<file path="src/shared/dtmr_pkg.sv">
package dtmr_pkg;

	// ==========================================================
	// bus geometry and register indices (byte address = 4 * index)
	localparam int         AW            = 10;
	localparam logic [9:0] IDX_LOW_CNT   = 10'h106;
	localparam logic [9:0] IDX_HOLD      = 10'h108;
	localparam logic [9:0] IDX_HIGH_CNT  = 10'h10A;
	localparam logic [9:0] IDX_LOW_PER   = 10'h10C;
	localparam logic [9:0] IDX_HIGH_PER  = 10'h10E;
	localparam logic [9:0] IDX_LOW_CTL   = 10'h110;
	localparam logic [9:0] IDX_HIGH_CTL  = 10'h112;
	localparam logic [9:0] IDX_IRQ_STAT  = 10'h114;
	localparam logic [9:0] IDX_IRQ_MASK  = 10'h116;

	// ==========================================================
	// reset values and writable bits
	localparam logic [15:0] RST_COUNT    = 16'h0000;
	localparam logic [15:0] RST_PERIOD   = 16'hFFFF;
	localparam logic [15:0] RST_CTL      = 16'h0000;
	localparam logic [15:0] CTL_MASK_LO  = 16'hA07A;
	localparam logic [15:0] CTL_MASK_HI  = 16'hA072;
	localparam logic [1:0]  RST_IRQ      = 2'h0;
	localparam int          STAT_LOW     = 0;
	localparam int          STAT_HIGH    = 1;

	// ==========================================================
	// prescaler terminal counts
	localparam logic [7:0] PS_TERM_1     = 8'h00;
	localparam logic [7:0] PS_TERM_8     = 8'h07;
	localparam logic [7:0] PS_TERM_64    = 8'h3F;
	localparam logic [7:0] PS_TERM_256   = 8'hFF;
	localparam logic [7:0] RST_PS        = 8'h00;

	typedef enum logic [1:0] {
		DTMR_PS_1   = 2'h0,
		DTMR_PS_8   = 2'h1,
		DTMR_PS_64  = 2'h2,
		DTMR_PS_256 = 2'h3
	} dtmr_ps_t;

	typedef enum logic [1:0] {
		DTMR_BUS_IDLE = 2'b01,
		DTMR_BUS_ACK  = 2'b10
	} dtmr_bus_t;

	typedef struct packed {
		logic       counter_on;
		logic       rsv14;
		logic       stop_in_idle;
		logic [5:0] rsv12_7;
		logic       gated_accumulate_enable;
		dtmr_ps_t   prescale_select;
		logic       cascade_select;
		logic       rsv2;
		logic       count_source_select;
		logic       rsv0;
	} dtmr_ctl_t;

	typedef struct packed {
		logic [15:0] high_word_count;
		logic [15:0] low_word_count;
	} dtmr_tbase_t;

	function automatic logic [7:0] dtmr_ps_term(input dtmr_ps_t s);
		unique case (s)
			DTMR_PS_1:   dtmr_ps_term = PS_TERM_1;
			DTMR_PS_8:   dtmr_ps_term = PS_TERM_8;
			DTMR_PS_64:  dtmr_ps_term = PS_TERM_64;
			DTMR_PS_256: dtmr_ps_term = PS_TERM_256;
		endcase
	endfunction

endpackage

</file>
<file path="src/hw/dtmr_sync.sv">
`timescale 1ns/10ps
module dtmr_sync (
	// clock and reset
	input  wire logic mclk,
	input  wire logic rst_n,
	input  wire logic ce,
	// pin and conditioned view
	input  wire logic pin,
	output logic      level,
	output logic      rise,
	output logic      fall
);
	logic ff1_reg, ff2_reg, prev_reg;
	logic ff1_next, ff2_next, prev_next;

	always_comb begin
		ff1_next  = pin;
		ff2_next  = ff1_reg;
		prev_next = ff2_reg;
	end

	always_ff @(posedge mclk) begin
		if (!rst_n) begin
			ff1_reg  <= 1'b0;
			ff2_reg  <= 1'b0;
			prev_reg <= 1'b0;
		end else if (ce) begin
			ff1_reg  <= ff1_next;
			ff2_reg  <= ff2_next;
			prev_reg <= prev_next;
		end
	end

	assign level = ff2_reg;
	assign rise  = ff2_reg & ~prev_reg;
	assign fall  = ~ff2_reg & prev_reg;
endmodule

</file>
<file path="src/hw/dtmr_presc.sv">
`timescale 1ns/10ps
module dtmr_presc (
	// clock and reset
	input  wire logic              mclk,
	input  wire logic              rst_n,
	input  wire logic              ce,
	// control
	input  wire logic              run,
	input  wire logic              clr,
	input  wire dtmr_pkg::dtmr_ps_t sel,
	// ticks
	input  wire logic              tick_in,
	output logic                   tick_out
);
	import dtmr_pkg::*;

	logic [7:0] cnt_reg, cnt_next;

	assign tick_out = run & tick_in & (cnt_reg == dtmr_ps_term(sel));

	always_comb begin
		cnt_next = cnt_reg;
		if (clr)
			cnt_next = RST_PS;
		else if (tick_out)
			cnt_next = RST_PS;
		else if (run & tick_in)
			cnt_next = cnt_reg + 8'h01;
	end

	always_ff @(posedge mclk) begin
		if (!rst_n)
			cnt_reg <= RST_PS;
		else if (ce)
			cnt_reg <= cnt_next;
	end
endmodule

</file>
<file path="src/hw/dtmr_top.sv">
// Our own choices: the register addresses and the Avalon-MM register port.
`timescale 1ns/10ps
module dtmr_top (
	// clock, reset, enable
	input  wire logic                   mclk,
	input  wire logic                   rst_n,
	input  wire logic                   ce,
	// avalon-mm slave
	input  wire logic [dtmr_pkg::AW-1:0] avs_address,
	input  wire logic                   avs_read,
	input  wire logic                   avs_write,
	input  wire logic [3:0]             avs_byteenable,
	input  wire logic [31:0]            avs_writedata,
	output logic [31:0]                 avs_readdata,
	output logic                        avs_waitrequest,
	// pins and cpu state
	input  wire logic                   external_count_gate_input,
	input  wire logic                   high_external_count_input,
	input  wire logic                   cpu_idle,
	// time base, trigger, interrupt
	output dtmr_pkg::dtmr_tbase_t       time_base,
	output logic                        adc_trigger,
	output logic                        irq
);
	import dtmr_pkg::*;

	function automatic logic [15:0] merge(input logic [15:0] old,
		input logic [31:0] wd, input logic [3:0] be);
		merge = {be[1] ? wd[15:8] : old[15:8], be[0] ? wd[7:0] : old[7:0]};
	endfunction

	// ==========================================================
	// state
	dtmr_bus_t   bus_reg, bus_next;
	logic [15:0] lo_cnt_reg, lo_cnt_next, hi_cnt_reg, hi_cnt_next;
	logic [15:0] hold_reg, hold_next, lo_per_reg, lo_per_next;
	logic [15:0] hi_per_reg, hi_per_next;
	dtmr_ctl_t   lo_ctl_reg, lo_ctl_next, hi_ctl_reg, hi_ctl_next;
	logic [1:0]  stat_reg, stat_next, mask_reg, mask_next;
	logic [31:0] rdata_reg, rdata_next;
	logic        adc_reg, adc_next, lo_tick_reg, lo_tick_next;

	// ==========================================================
	// bus decode
	logic acc, wr, rd;
	logic wr_lo_cnt, wr_hi_cnt, wr_hold, wr_lo_ctl, wr_hi_ctl;
	logic rd_lo_cnt, rd_stat;

	assign acc       = ce & (bus_reg == DTMR_BUS_IDLE) & (avs_read | avs_write);
	assign wr        = acc & avs_write;
	assign rd        = acc & avs_read;
	assign wr_lo_cnt = wr & (avs_address == IDX_LOW_CNT);
	assign wr_hi_cnt = wr & (avs_address == IDX_HIGH_CNT);
	assign wr_hold   = wr & (avs_address == IDX_HOLD);
	assign wr_lo_ctl = wr & (avs_address == IDX_LOW_CTL);
	assign wr_hi_ctl = wr & (avs_address == IDX_HIGH_CTL);
	assign rd_lo_cnt = rd & (avs_address == IDX_LOW_CNT);
	assign rd_stat   = rd & (avs_address == IDX_IRQ_STAT);

	assign avs_waitrequest = (avs_read | avs_write) & (bus_reg != DTMR_BUS_ACK);
	assign avs_readdata    = rdata_reg;

	// ==========================================================
	// pin conditioning and tick sources
	logic lo_lvl, lo_rise, lo_fall, hi_rise;
	logic t32, lo_run, hi_run, lo_gated, lo_src, hi_src;
	logic lo_ps_out, hi_ps_out, lo_tick, hi_tick;

	dtmr_sync u_sync_lo (
		.mclk  (mclk),
		.rst_n (rst_n),
		.ce    (ce),
		.pin   (external_count_gate_input),
		.level (lo_lvl),
		.rise  (lo_rise),
		.fall  (lo_fall)
	);

	dtmr_sync u_sync_hi (
		.mclk  (mclk),
		.rst_n (rst_n),
		.ce    (ce),
		.pin   (high_external_count_input),
		.level (),
		.rise  (hi_rise),
		.fall  ()
	);

	assign t32      = lo_ctl_reg.cascade_select;
	assign lo_run   = lo_ctl_reg.counter_on
	                & ~(cpu_idle & lo_ctl_reg.stop_in_idle);
	assign hi_run   = ~t32 & hi_ctl_reg.counter_on
	                & ~(cpu_idle & hi_ctl_reg.stop_in_idle);
	assign lo_gated = lo_ctl_reg.gated_accumulate_enable
	                & ~lo_ctl_reg.count_source_select;
	// instruction cycle, gate level, or synchronised external rise
	assign lo_src   = lo_ctl_reg.count_source_select ? lo_rise
	                : (lo_gated ? lo_lvl : 1'b1);
	// upper half has no gate mode
	assign hi_src   = hi_ctl_reg.count_source_select ? hi_rise : 1'b1;

	dtmr_presc u_presc_lo (
		.mclk     (mclk),
		.rst_n    (rst_n),
		.ce       (ce),
		.run      (lo_run),
		.clr      ((wr_lo_cnt | wr_lo_ctl) & lo_ctl_reg.counter_on),
		.sel      (lo_ctl_reg.prescale_select),
		.tick_in  (lo_src),
		.tick_out (lo_ps_out)
	);

	dtmr_presc u_presc_hi (
		.mclk     (mclk),
		.rst_n    (rst_n),
		.ce       (ce),
		.run      (hi_run),
		.clr      ((wr_hi_cnt | wr_hi_ctl) & hi_ctl_reg.counter_on),
		.sel      (hi_ctl_reg.prescale_select),
		.tick_in  (hi_src),
		.tick_out (hi_ps_out)
	);

	assign lo_tick_next = lo_ps_out;
	assign lo_tick      = lo_tick_reg & lo_run;
	assign hi_tick      = hi_ps_out;

	// ==========================================================
	// match and events
	logic match32, match_lo, match_hi, wrap32, wrap_lo, wrap_hi;
	logic gate_fall;

	assign match32   = {hi_cnt_reg, lo_cnt_reg} == {hi_per_reg, lo_per_reg};
	assign match_lo  = lo_cnt_reg == lo_per_reg;
	assign match_hi  = hi_cnt_reg == hi_per_reg;
	assign wrap32    = t32 & lo_tick & match32;
	assign wrap_lo   = ~t32 & lo_tick & match_lo;
	assign wrap_hi   = hi_tick & match_hi;
	assign gate_fall = lo_gated & lo_ctl_reg.counter_on & lo_fall;

	// ==========================================================
	// next state
	always_comb begin
		lo_cnt_next = lo_cnt_reg;
		hi_cnt_next = hi_cnt_reg;
		hold_next   = hold_reg;
		lo_per_next = lo_per_reg;
		hi_per_next = hi_per_reg;
		lo_ctl_next = lo_ctl_reg;
		hi_ctl_next = hi_ctl_reg;
		mask_next   = mask_reg;
		rdata_next  = rdata_reg;
		adc_next    = wrap32 | wrap_hi;
		bus_next    = bus_reg;

		unique case (bus_reg)
			DTMR_BUS_IDLE: if (avs_read | avs_write) bus_next = DTMR_BUS_ACK;
			DTMR_BUS_ACK:  bus_next = DTMR_BUS_IDLE;
			default:       bus_next = DTMR_BUS_IDLE;
		endcase

		if (t32) begin
			if (lo_tick)
				{hi_cnt_next, lo_cnt_next} = wrap32 ? 32'h00000000
					: {hi_cnt_reg, lo_cnt_reg} + 32'h00000001;
		end else begin
			if (lo_tick)
				lo_cnt_next = match_lo ? RST_COUNT : lo_cnt_reg + 16'h0001;
			if (hi_tick)
				hi_cnt_next = match_hi ? RST_COUNT : hi_cnt_reg + 16'h0001;
		end

		// direct count writes win over counting
		if (wr_lo_cnt) begin
			lo_cnt_next = merge(lo_cnt_reg, avs_writedata, avs_byteenable);
			if (t32)
				hi_cnt_next = hold_reg;
		end
		if (wr_hi_cnt)
			hi_cnt_next = merge(hi_cnt_reg, avs_writedata, avs_byteenable);
		if (wr_hold)
			hold_next = merge(hold_reg, avs_writedata, avs_byteenable);
		else if (rd_lo_cnt)
			hold_next = hi_cnt_reg;
		if (wr & (avs_address == IDX_LOW_PER))
			lo_per_next = merge(lo_per_reg, avs_writedata, avs_byteenable);
		if (wr & (avs_address == IDX_HIGH_PER))
			hi_per_next = merge(hi_per_reg, avs_writedata, avs_byteenable);
		// control writes load no timer count but clear the prescaler count while counter_on is set
		if (wr_lo_ctl)
			lo_ctl_next = dtmr_ctl_t'(merge(lo_ctl_reg, avs_writedata,
				avs_byteenable) & CTL_MASK_LO);
		if (wr_hi_ctl)
			hi_ctl_next = dtmr_ctl_t'(merge(hi_ctl_reg, avs_writedata,
				avs_byteenable) & CTL_MASK_HI);
		if (wr & (avs_address == IDX_IRQ_MASK))
			mask_next = avs_writedata[1:0];

		if (rd) begin
			unique case (avs_address)
				IDX_LOW_CNT:  rdata_next = {16'h0000, lo_cnt_reg};
				IDX_HOLD:     rdata_next = {16'h0000, hold_reg};
				IDX_HIGH_CNT: rdata_next = {16'h0000, hi_cnt_reg};
				IDX_LOW_PER:  rdata_next = {16'h0000, lo_per_reg};
				IDX_HIGH_PER: rdata_next = {16'h0000, hi_per_reg};
				IDX_LOW_CTL:  rdata_next = {16'h0000, lo_ctl_reg};
				IDX_HIGH_CTL: rdata_next = {16'h0000, hi_ctl_reg};
				IDX_IRQ_STAT: rdata_next = {30'h00000000, stat_reg};
				IDX_IRQ_MASK: rdata_next = {30'h00000000, mask_reg};
				default:      rdata_next = 32'h00000000;
			endcase
		end

		// read clears, a new event in the same cycle survives
		stat_next = rd_stat ? 2'h0 : stat_reg;
		stat_next[STAT_LOW]  = stat_next[STAT_LOW]
			| wrap_lo | (~t32 & gate_fall);
		stat_next[STAT_HIGH] = stat_next[STAT_HIGH]
			| wrap32 | wrap_hi | (t32 & gate_fall);
	end

	// ==========================================================
	// registers
	always_ff @(posedge mclk) begin
		if (!rst_n) begin
			bus_reg     <= DTMR_BUS_IDLE;
			lo_cnt_reg  <= RST_COUNT;
			hi_cnt_reg  <= RST_COUNT;
			hold_reg    <= RST_COUNT;
			lo_per_reg  <= RST_PERIOD;
			hi_per_reg  <= RST_PERIOD;
			lo_ctl_reg  <= RST_CTL;
			hi_ctl_reg  <= RST_CTL;
			stat_reg    <= RST_IRQ;
			mask_reg    <= RST_IRQ;
			rdata_reg   <= 32'h00000000;
			adc_reg     <= 1'b0;
			lo_tick_reg <= 1'b0;
		end else if (ce) begin
			bus_reg     <= bus_next;
			lo_cnt_reg  <= lo_cnt_next;
			hi_cnt_reg  <= hi_cnt_next;
			hold_reg    <= hold_next;
			lo_per_reg  <= lo_per_next;
			hi_per_reg  <= hi_per_next;
			lo_ctl_reg  <= lo_ctl_next;
			hi_ctl_reg  <= hi_ctl_next;
			stat_reg    <= stat_next;
			mask_reg    <= mask_next;
			rdata_reg   <= rdata_next;
			adc_reg     <= adc_next;
			lo_tick_reg <= lo_tick_next;
		end
	end

	assign time_base   = {hi_cnt_reg, lo_cnt_reg};
	assign adc_trigger = adc_reg;
	assign irq         = |(stat_reg & mask_reg);
endmodule

</file>
<file path="config.mk">
export PLATFORM = sky130hd
export DESIGN_NAME = dtmr_top
export DESIGN_NICKNAME = d
export VERILOG_FILES = /design/src/shared/dtmr_pkg.sv /design/src/hw/dtmr_sync.sv /design/src/hw/dtmr_presc.sv /design/src/hw/dtmr_top.sv
export SDC_FILE = /design/constraint.sdc
export NUM_CORES = 1
export LEC_CHECK = 0
export ABC_AREA = 1
export BUFFER_PORTS_ARGS = -buffer_cell sky130_fd_sc_hd__buf_4
export CORE_ASPECT_RATIO = 0.9
export CORE_UTILIZATION = 44
export DETAILED_ROUTE_END_ITERATION = 10
export HOLD_SLACK_MARGIN = 0.12
export PLACE_DENSITY_LB_ADDON = 0.1
export SETUP_SLACK_MARGIN = 0.15
export SYNTH_ARGS = -nofsm -noshare
export SYNTH_HDL_FRONTEND = slang
export SYNTH_HIERARCHICAL = 1
export SYNTH_SLANG_ARGS = --single-unit
</file>
<file path="constraint.sdc">
create_clock -name mclk -period 2.7 [get_ports mclk]
set_input_delay 0.135 -clock mclk [delete_from_list [all_inputs] [get_ports mclk]]
set_output_delay 0.135 -clock mclk [all_outputs]
set_load 0.01 [all_outputs]
</file>
==> impl_metrics.prom <==
# TYPE chip_impl_metric gauge
chip_impl_metric{name="finalNetCount",unit=""} 1728
chip_impl_info{name="crit_path_start",value="bus_reg[0]"} 1
chip_impl_metric{name="min_period_over_period",unit="%"} 86.48
chip_impl_info{name="hold_start",value="avs_write"} 1
chip_impl_metric{name="syn_area",unit="sq um"} 9505
chip_impl_info{name="setup.worst_path.end_class",value="register"} 1
chip_impl_metric{name="detailroute.via_count",unit=""} 10580
chip_impl_metric{name="die-height",unit="um"} 141.4
chip_impl_metric{name="drt-met1-wl",unit="um"} 14960
chip_impl_metric{name="synth_area_per_cell",unit="sq um"} 6.081
chip_impl_info{name="grt_setup_unrepaired",value="no"} 1
chip_impl_metric{name="dpl.hpwl",unit="um"} 26250
chip_impl_metric{name="min_delay_path_depth",unit=""} 4
chip_impl_metric{name="timing.reg2reg.worst_path_depth",unit=""} 14
chip_impl_metric{name="ios",unit=""} 121
chip_impl_metric{name="congestion_overflow_gr",unit=""} 0
chip_impl_metric{name="critical_path_required",unit="ps"} 3060
chip_impl_metric{name="cts_max_path_buffers",unit=""} 2
chip_impl_metric{name="die_area",unit="sq um"} 22200
chip_impl_metric{name="start_util",unit="%"} 45.36
chip_impl_metric{name="detailroute.wirelength.met2",unit="um"} 16100
chip_impl_metric{name="initialDrtViolationCount",unit=""} 904
chip_impl_info{name="min_delay_worst_endpoint",value="bus_reg[0]"} 1
chip_impl_metric{name="timing.max_cap.violations",unit=""} 0
chip_impl_metric{name="die_width",unit="um"} 156.9
chip_impl_metric{name="ir_worst_vdd",unit="mV"} 0.3384
chip_impl_metric{name="fin_skew",unit="ps"} 10.72
chip_impl_metric{name="grtUsageTotal",unit="%"} 32.14
chip_impl_metric{name="syn2layout_area_growth",unit="%"} 19.02
chip_impl_metric{name="finalSetupViolCount",unit=""} 0
chip_impl_metric{name="yosys_warnings",unit=""} 6
chip_impl_metric{name="timing.slew.headroom",unit="%"} 50.97
chip_impl_metric{name="grt_pass1_vias",unit=""} 9610
chip_impl_metric{name="crit_arrival",unit="ps"} 2690
chip_impl_info{name="crit_path_cell_trace",value="inv_1, nor2_4, nand2_2, nor2_8, inv_1, a211oi_1, buf_4, inv_2, nand2_2, nand2_4, nor2_2, nand2_1, o21bai_1, a21oi_1"} 1
chip_impl_metric{name="post_route_cells_drive_above_1_share",unit="%"} 13.84
chip_impl_metric{name="power.static_leakage",unit="uW"} 0.005357
chip_impl_metric{name="power_density",unit="nW/um^2"} 441.9
chip_impl_metric{name="drcViolationCount",unit=""} 0
chip_impl_metric{name="max_freq",unit="GHz"} 0.4283
chip_impl_metric{name="path_clk_slew",unit="ps"} 70
chip_impl_metric{name="finalHoldViolations",unit=""} 0
chip_impl_info{name="worstReg2RegStart",value="bus_reg[0]"} 1
chip_impl_info{name="crit_type",value="reg2reg"} 1
chip_impl_metric{name="met3WireLength",unit="um"} 2366
chip_impl_metric{name="synthCells",unit=""} 1563
chip_impl_metric{name="weighted_congestion_reported_at_the_end_of_routability_driven_placement",unit=""} 1.046
chip_impl_metric{name="clk_latency",unit="ps"} 440
chip_impl_metric{name="cts.sink_count",unit=""} 139
chip_impl_metric{name="dr.pass1.iters",unit=""} 6
chip_impl_metric{name="placedCellCount",unit=""} 1919
chip_impl_metric{name="crit_path_max_fanout",unit=""} 10
chip_impl_metric{name="instances_no_fill",unit=""} 1969
chip_impl_metric{name="timing.final.crit_period",unit="ps"} 2335
chip_impl_metric{name="timing.final.max_slew_violations",unit=""} 0
chip_impl_info{name="routed.top_layer",value="met4"} 1
chip_impl_info{name="worst_path_max_delay_cell",value="dfxtp_1"} 1
chip_impl_metric{name="cts-buffers-inserted",unit=""} 17
chip_impl_metric{name="standard_cell_core_area",unit="sq um"} 20960
chip_impl_metric{name="std_cell_rows",unit=""} 50
chip_impl_metric{name="maximum_number_of_pins_on_one_net_before_global_route_repair",unit=""} 58
chip_impl_metric{name="h-tree-depth",unit=""} 4
chip_impl_info{name="critical_path.reg2reg.endpoint",value="u_presc_hi/cnt_reg[1]"} 1
chip_impl_metric{name="antenna_left",unit=""} 0
chip_impl_metric{name="register_to_register_setup_slack",unit="ps"} 370
chip_impl_metric{name="timing_worst_slew_pin_value",unit="ps"} 734.3
chip_impl_info{name="hold_path.class",value="in2reg"} 1
chip_impl_metric{name="post_drt_wl_per_cell",unit="um"} 17.82
chip_impl_metric{name="grt_pass1_wl",unit="um"} 53810
chip_impl_metric{name="post_drt_via_cell_ratio",unit=""} 5.371
chip_impl_metric{name="setup_total_negative_slack",unit="ps"} 0
chip_impl_metric{name="num_antenna_cells",unit=""} 0
chip_impl_info{name="run_status",value="finished clean"} 1
chip_impl_info{name="cts_tree",value="yes"} 1
chip_impl_metric{name="cts_post_setup_buffers_inserted",unit=""} 0
chip_impl_info{name="cts-root-buf",value="clkbuf_16"} 1
chip_impl_metric{name="detail_route.wirelength",unit="um"} 35080
chip_impl_metric{name="portBuffers",unit=""} 86
chip_impl_info{name="cp-start-kind",value="register"} 1
chip_impl_metric{name="crit_path_max_incr_delay",unit="ps"} 310
chip_impl_metric{name="initial_antenna_violation_count",unit=""} 0
area by class of cell:
class                           instances  area, sq um
Fill cell                            2209         9644
Multi-Input combinational cell       1182         5679
Sequential cell                       139         2783
Timing Repair Buffer                  146         1154
Inverter                              184        690.7
Clock buffer                           20        466.7
Tap cell                              286        357.8
Clock inverter                         12        182.7
through the flow:
step | total power [uW] | area, sq um | utilization, % | hold slack [ps] | worst slack (ps)
floorplan | 2277 | 9562 | - | 255.4 | 408.4
global placement | 2384 | 10460 | 49.93 | 426.0 | 222.0
detailed placement | 2385 | 10460 | 49.93 | 433.5 | 159.5
CTS | 4997 | 11290 | 53.89 | 127.7 | 246.9
global route | 5126 | 11310 | 53.98 | 168.3 | 162.5
finish | 5000 | 11310 | 53.98 | 126.7 | 365.0
report_power, final:
group / leakage (uW) / internal, uW / switching [uW]
clock: 0.000321 / 1630 / 1000
sequential: 0.00112 / 2060 / 8.60
combinational: 0.00391 / 94.1 / 199
cells in the final DEF (no fill, tap or decap), types with 28 or more instances in the layout:
cell	instances
a21oi_1	96
buf_4	127
dfxtp_1	139
inv_1	165
nand2_1	462
nand3_1	79
nor2_1	213
o211ai_1	33
o21ai_0	92
o21ai_1	28
worst max-delay path by stage:
| stage | endpoint | slack (ps) | depth (start not counted) |
|---|---|---|---|
| finish | u_presc_hi/cnt_reg[1] | 370 | 14 |
| global route | u_presc_hi/cnt_reg[1] | 160 | 14 |
| CTS | register | 250 | 16 |
| detailed placement | u_presc_hi/cnt_reg[1] | 160 | 16 |
| global placement | u_presc_hi/cnt_reg[1] | 220 | 16 |
| floorplan | register | 410 | 14 |
layer usage:
| metal | vias to the layer above | global-route usage, % |
|---|---|---|
| li1 | 5191 | - |
| met1 | 4819 | 41.04 |
| met2 | 461 | 52.75 |
| met3 | 105 | 4.948 |
| met4 | 0 | 15.69 |
| met5 | - | 0 |
critical path, delay by kind of cell, from the launching register on:
family | cells | cell delay (ps)
and+or+nand+nor | 7 | 880
AOI/OAI and AO/OA | 3 | 600
DFF | 1 | 310
buffers and inverters | 4 | 470
timing repair:
action                                 CTS  global route
setup endpoints to repair                0            16
resized for setup                        0             6
hold buffers                            18             0
endpoints found under the hold margin   33             0
Power figures use the tool's default switching activity.
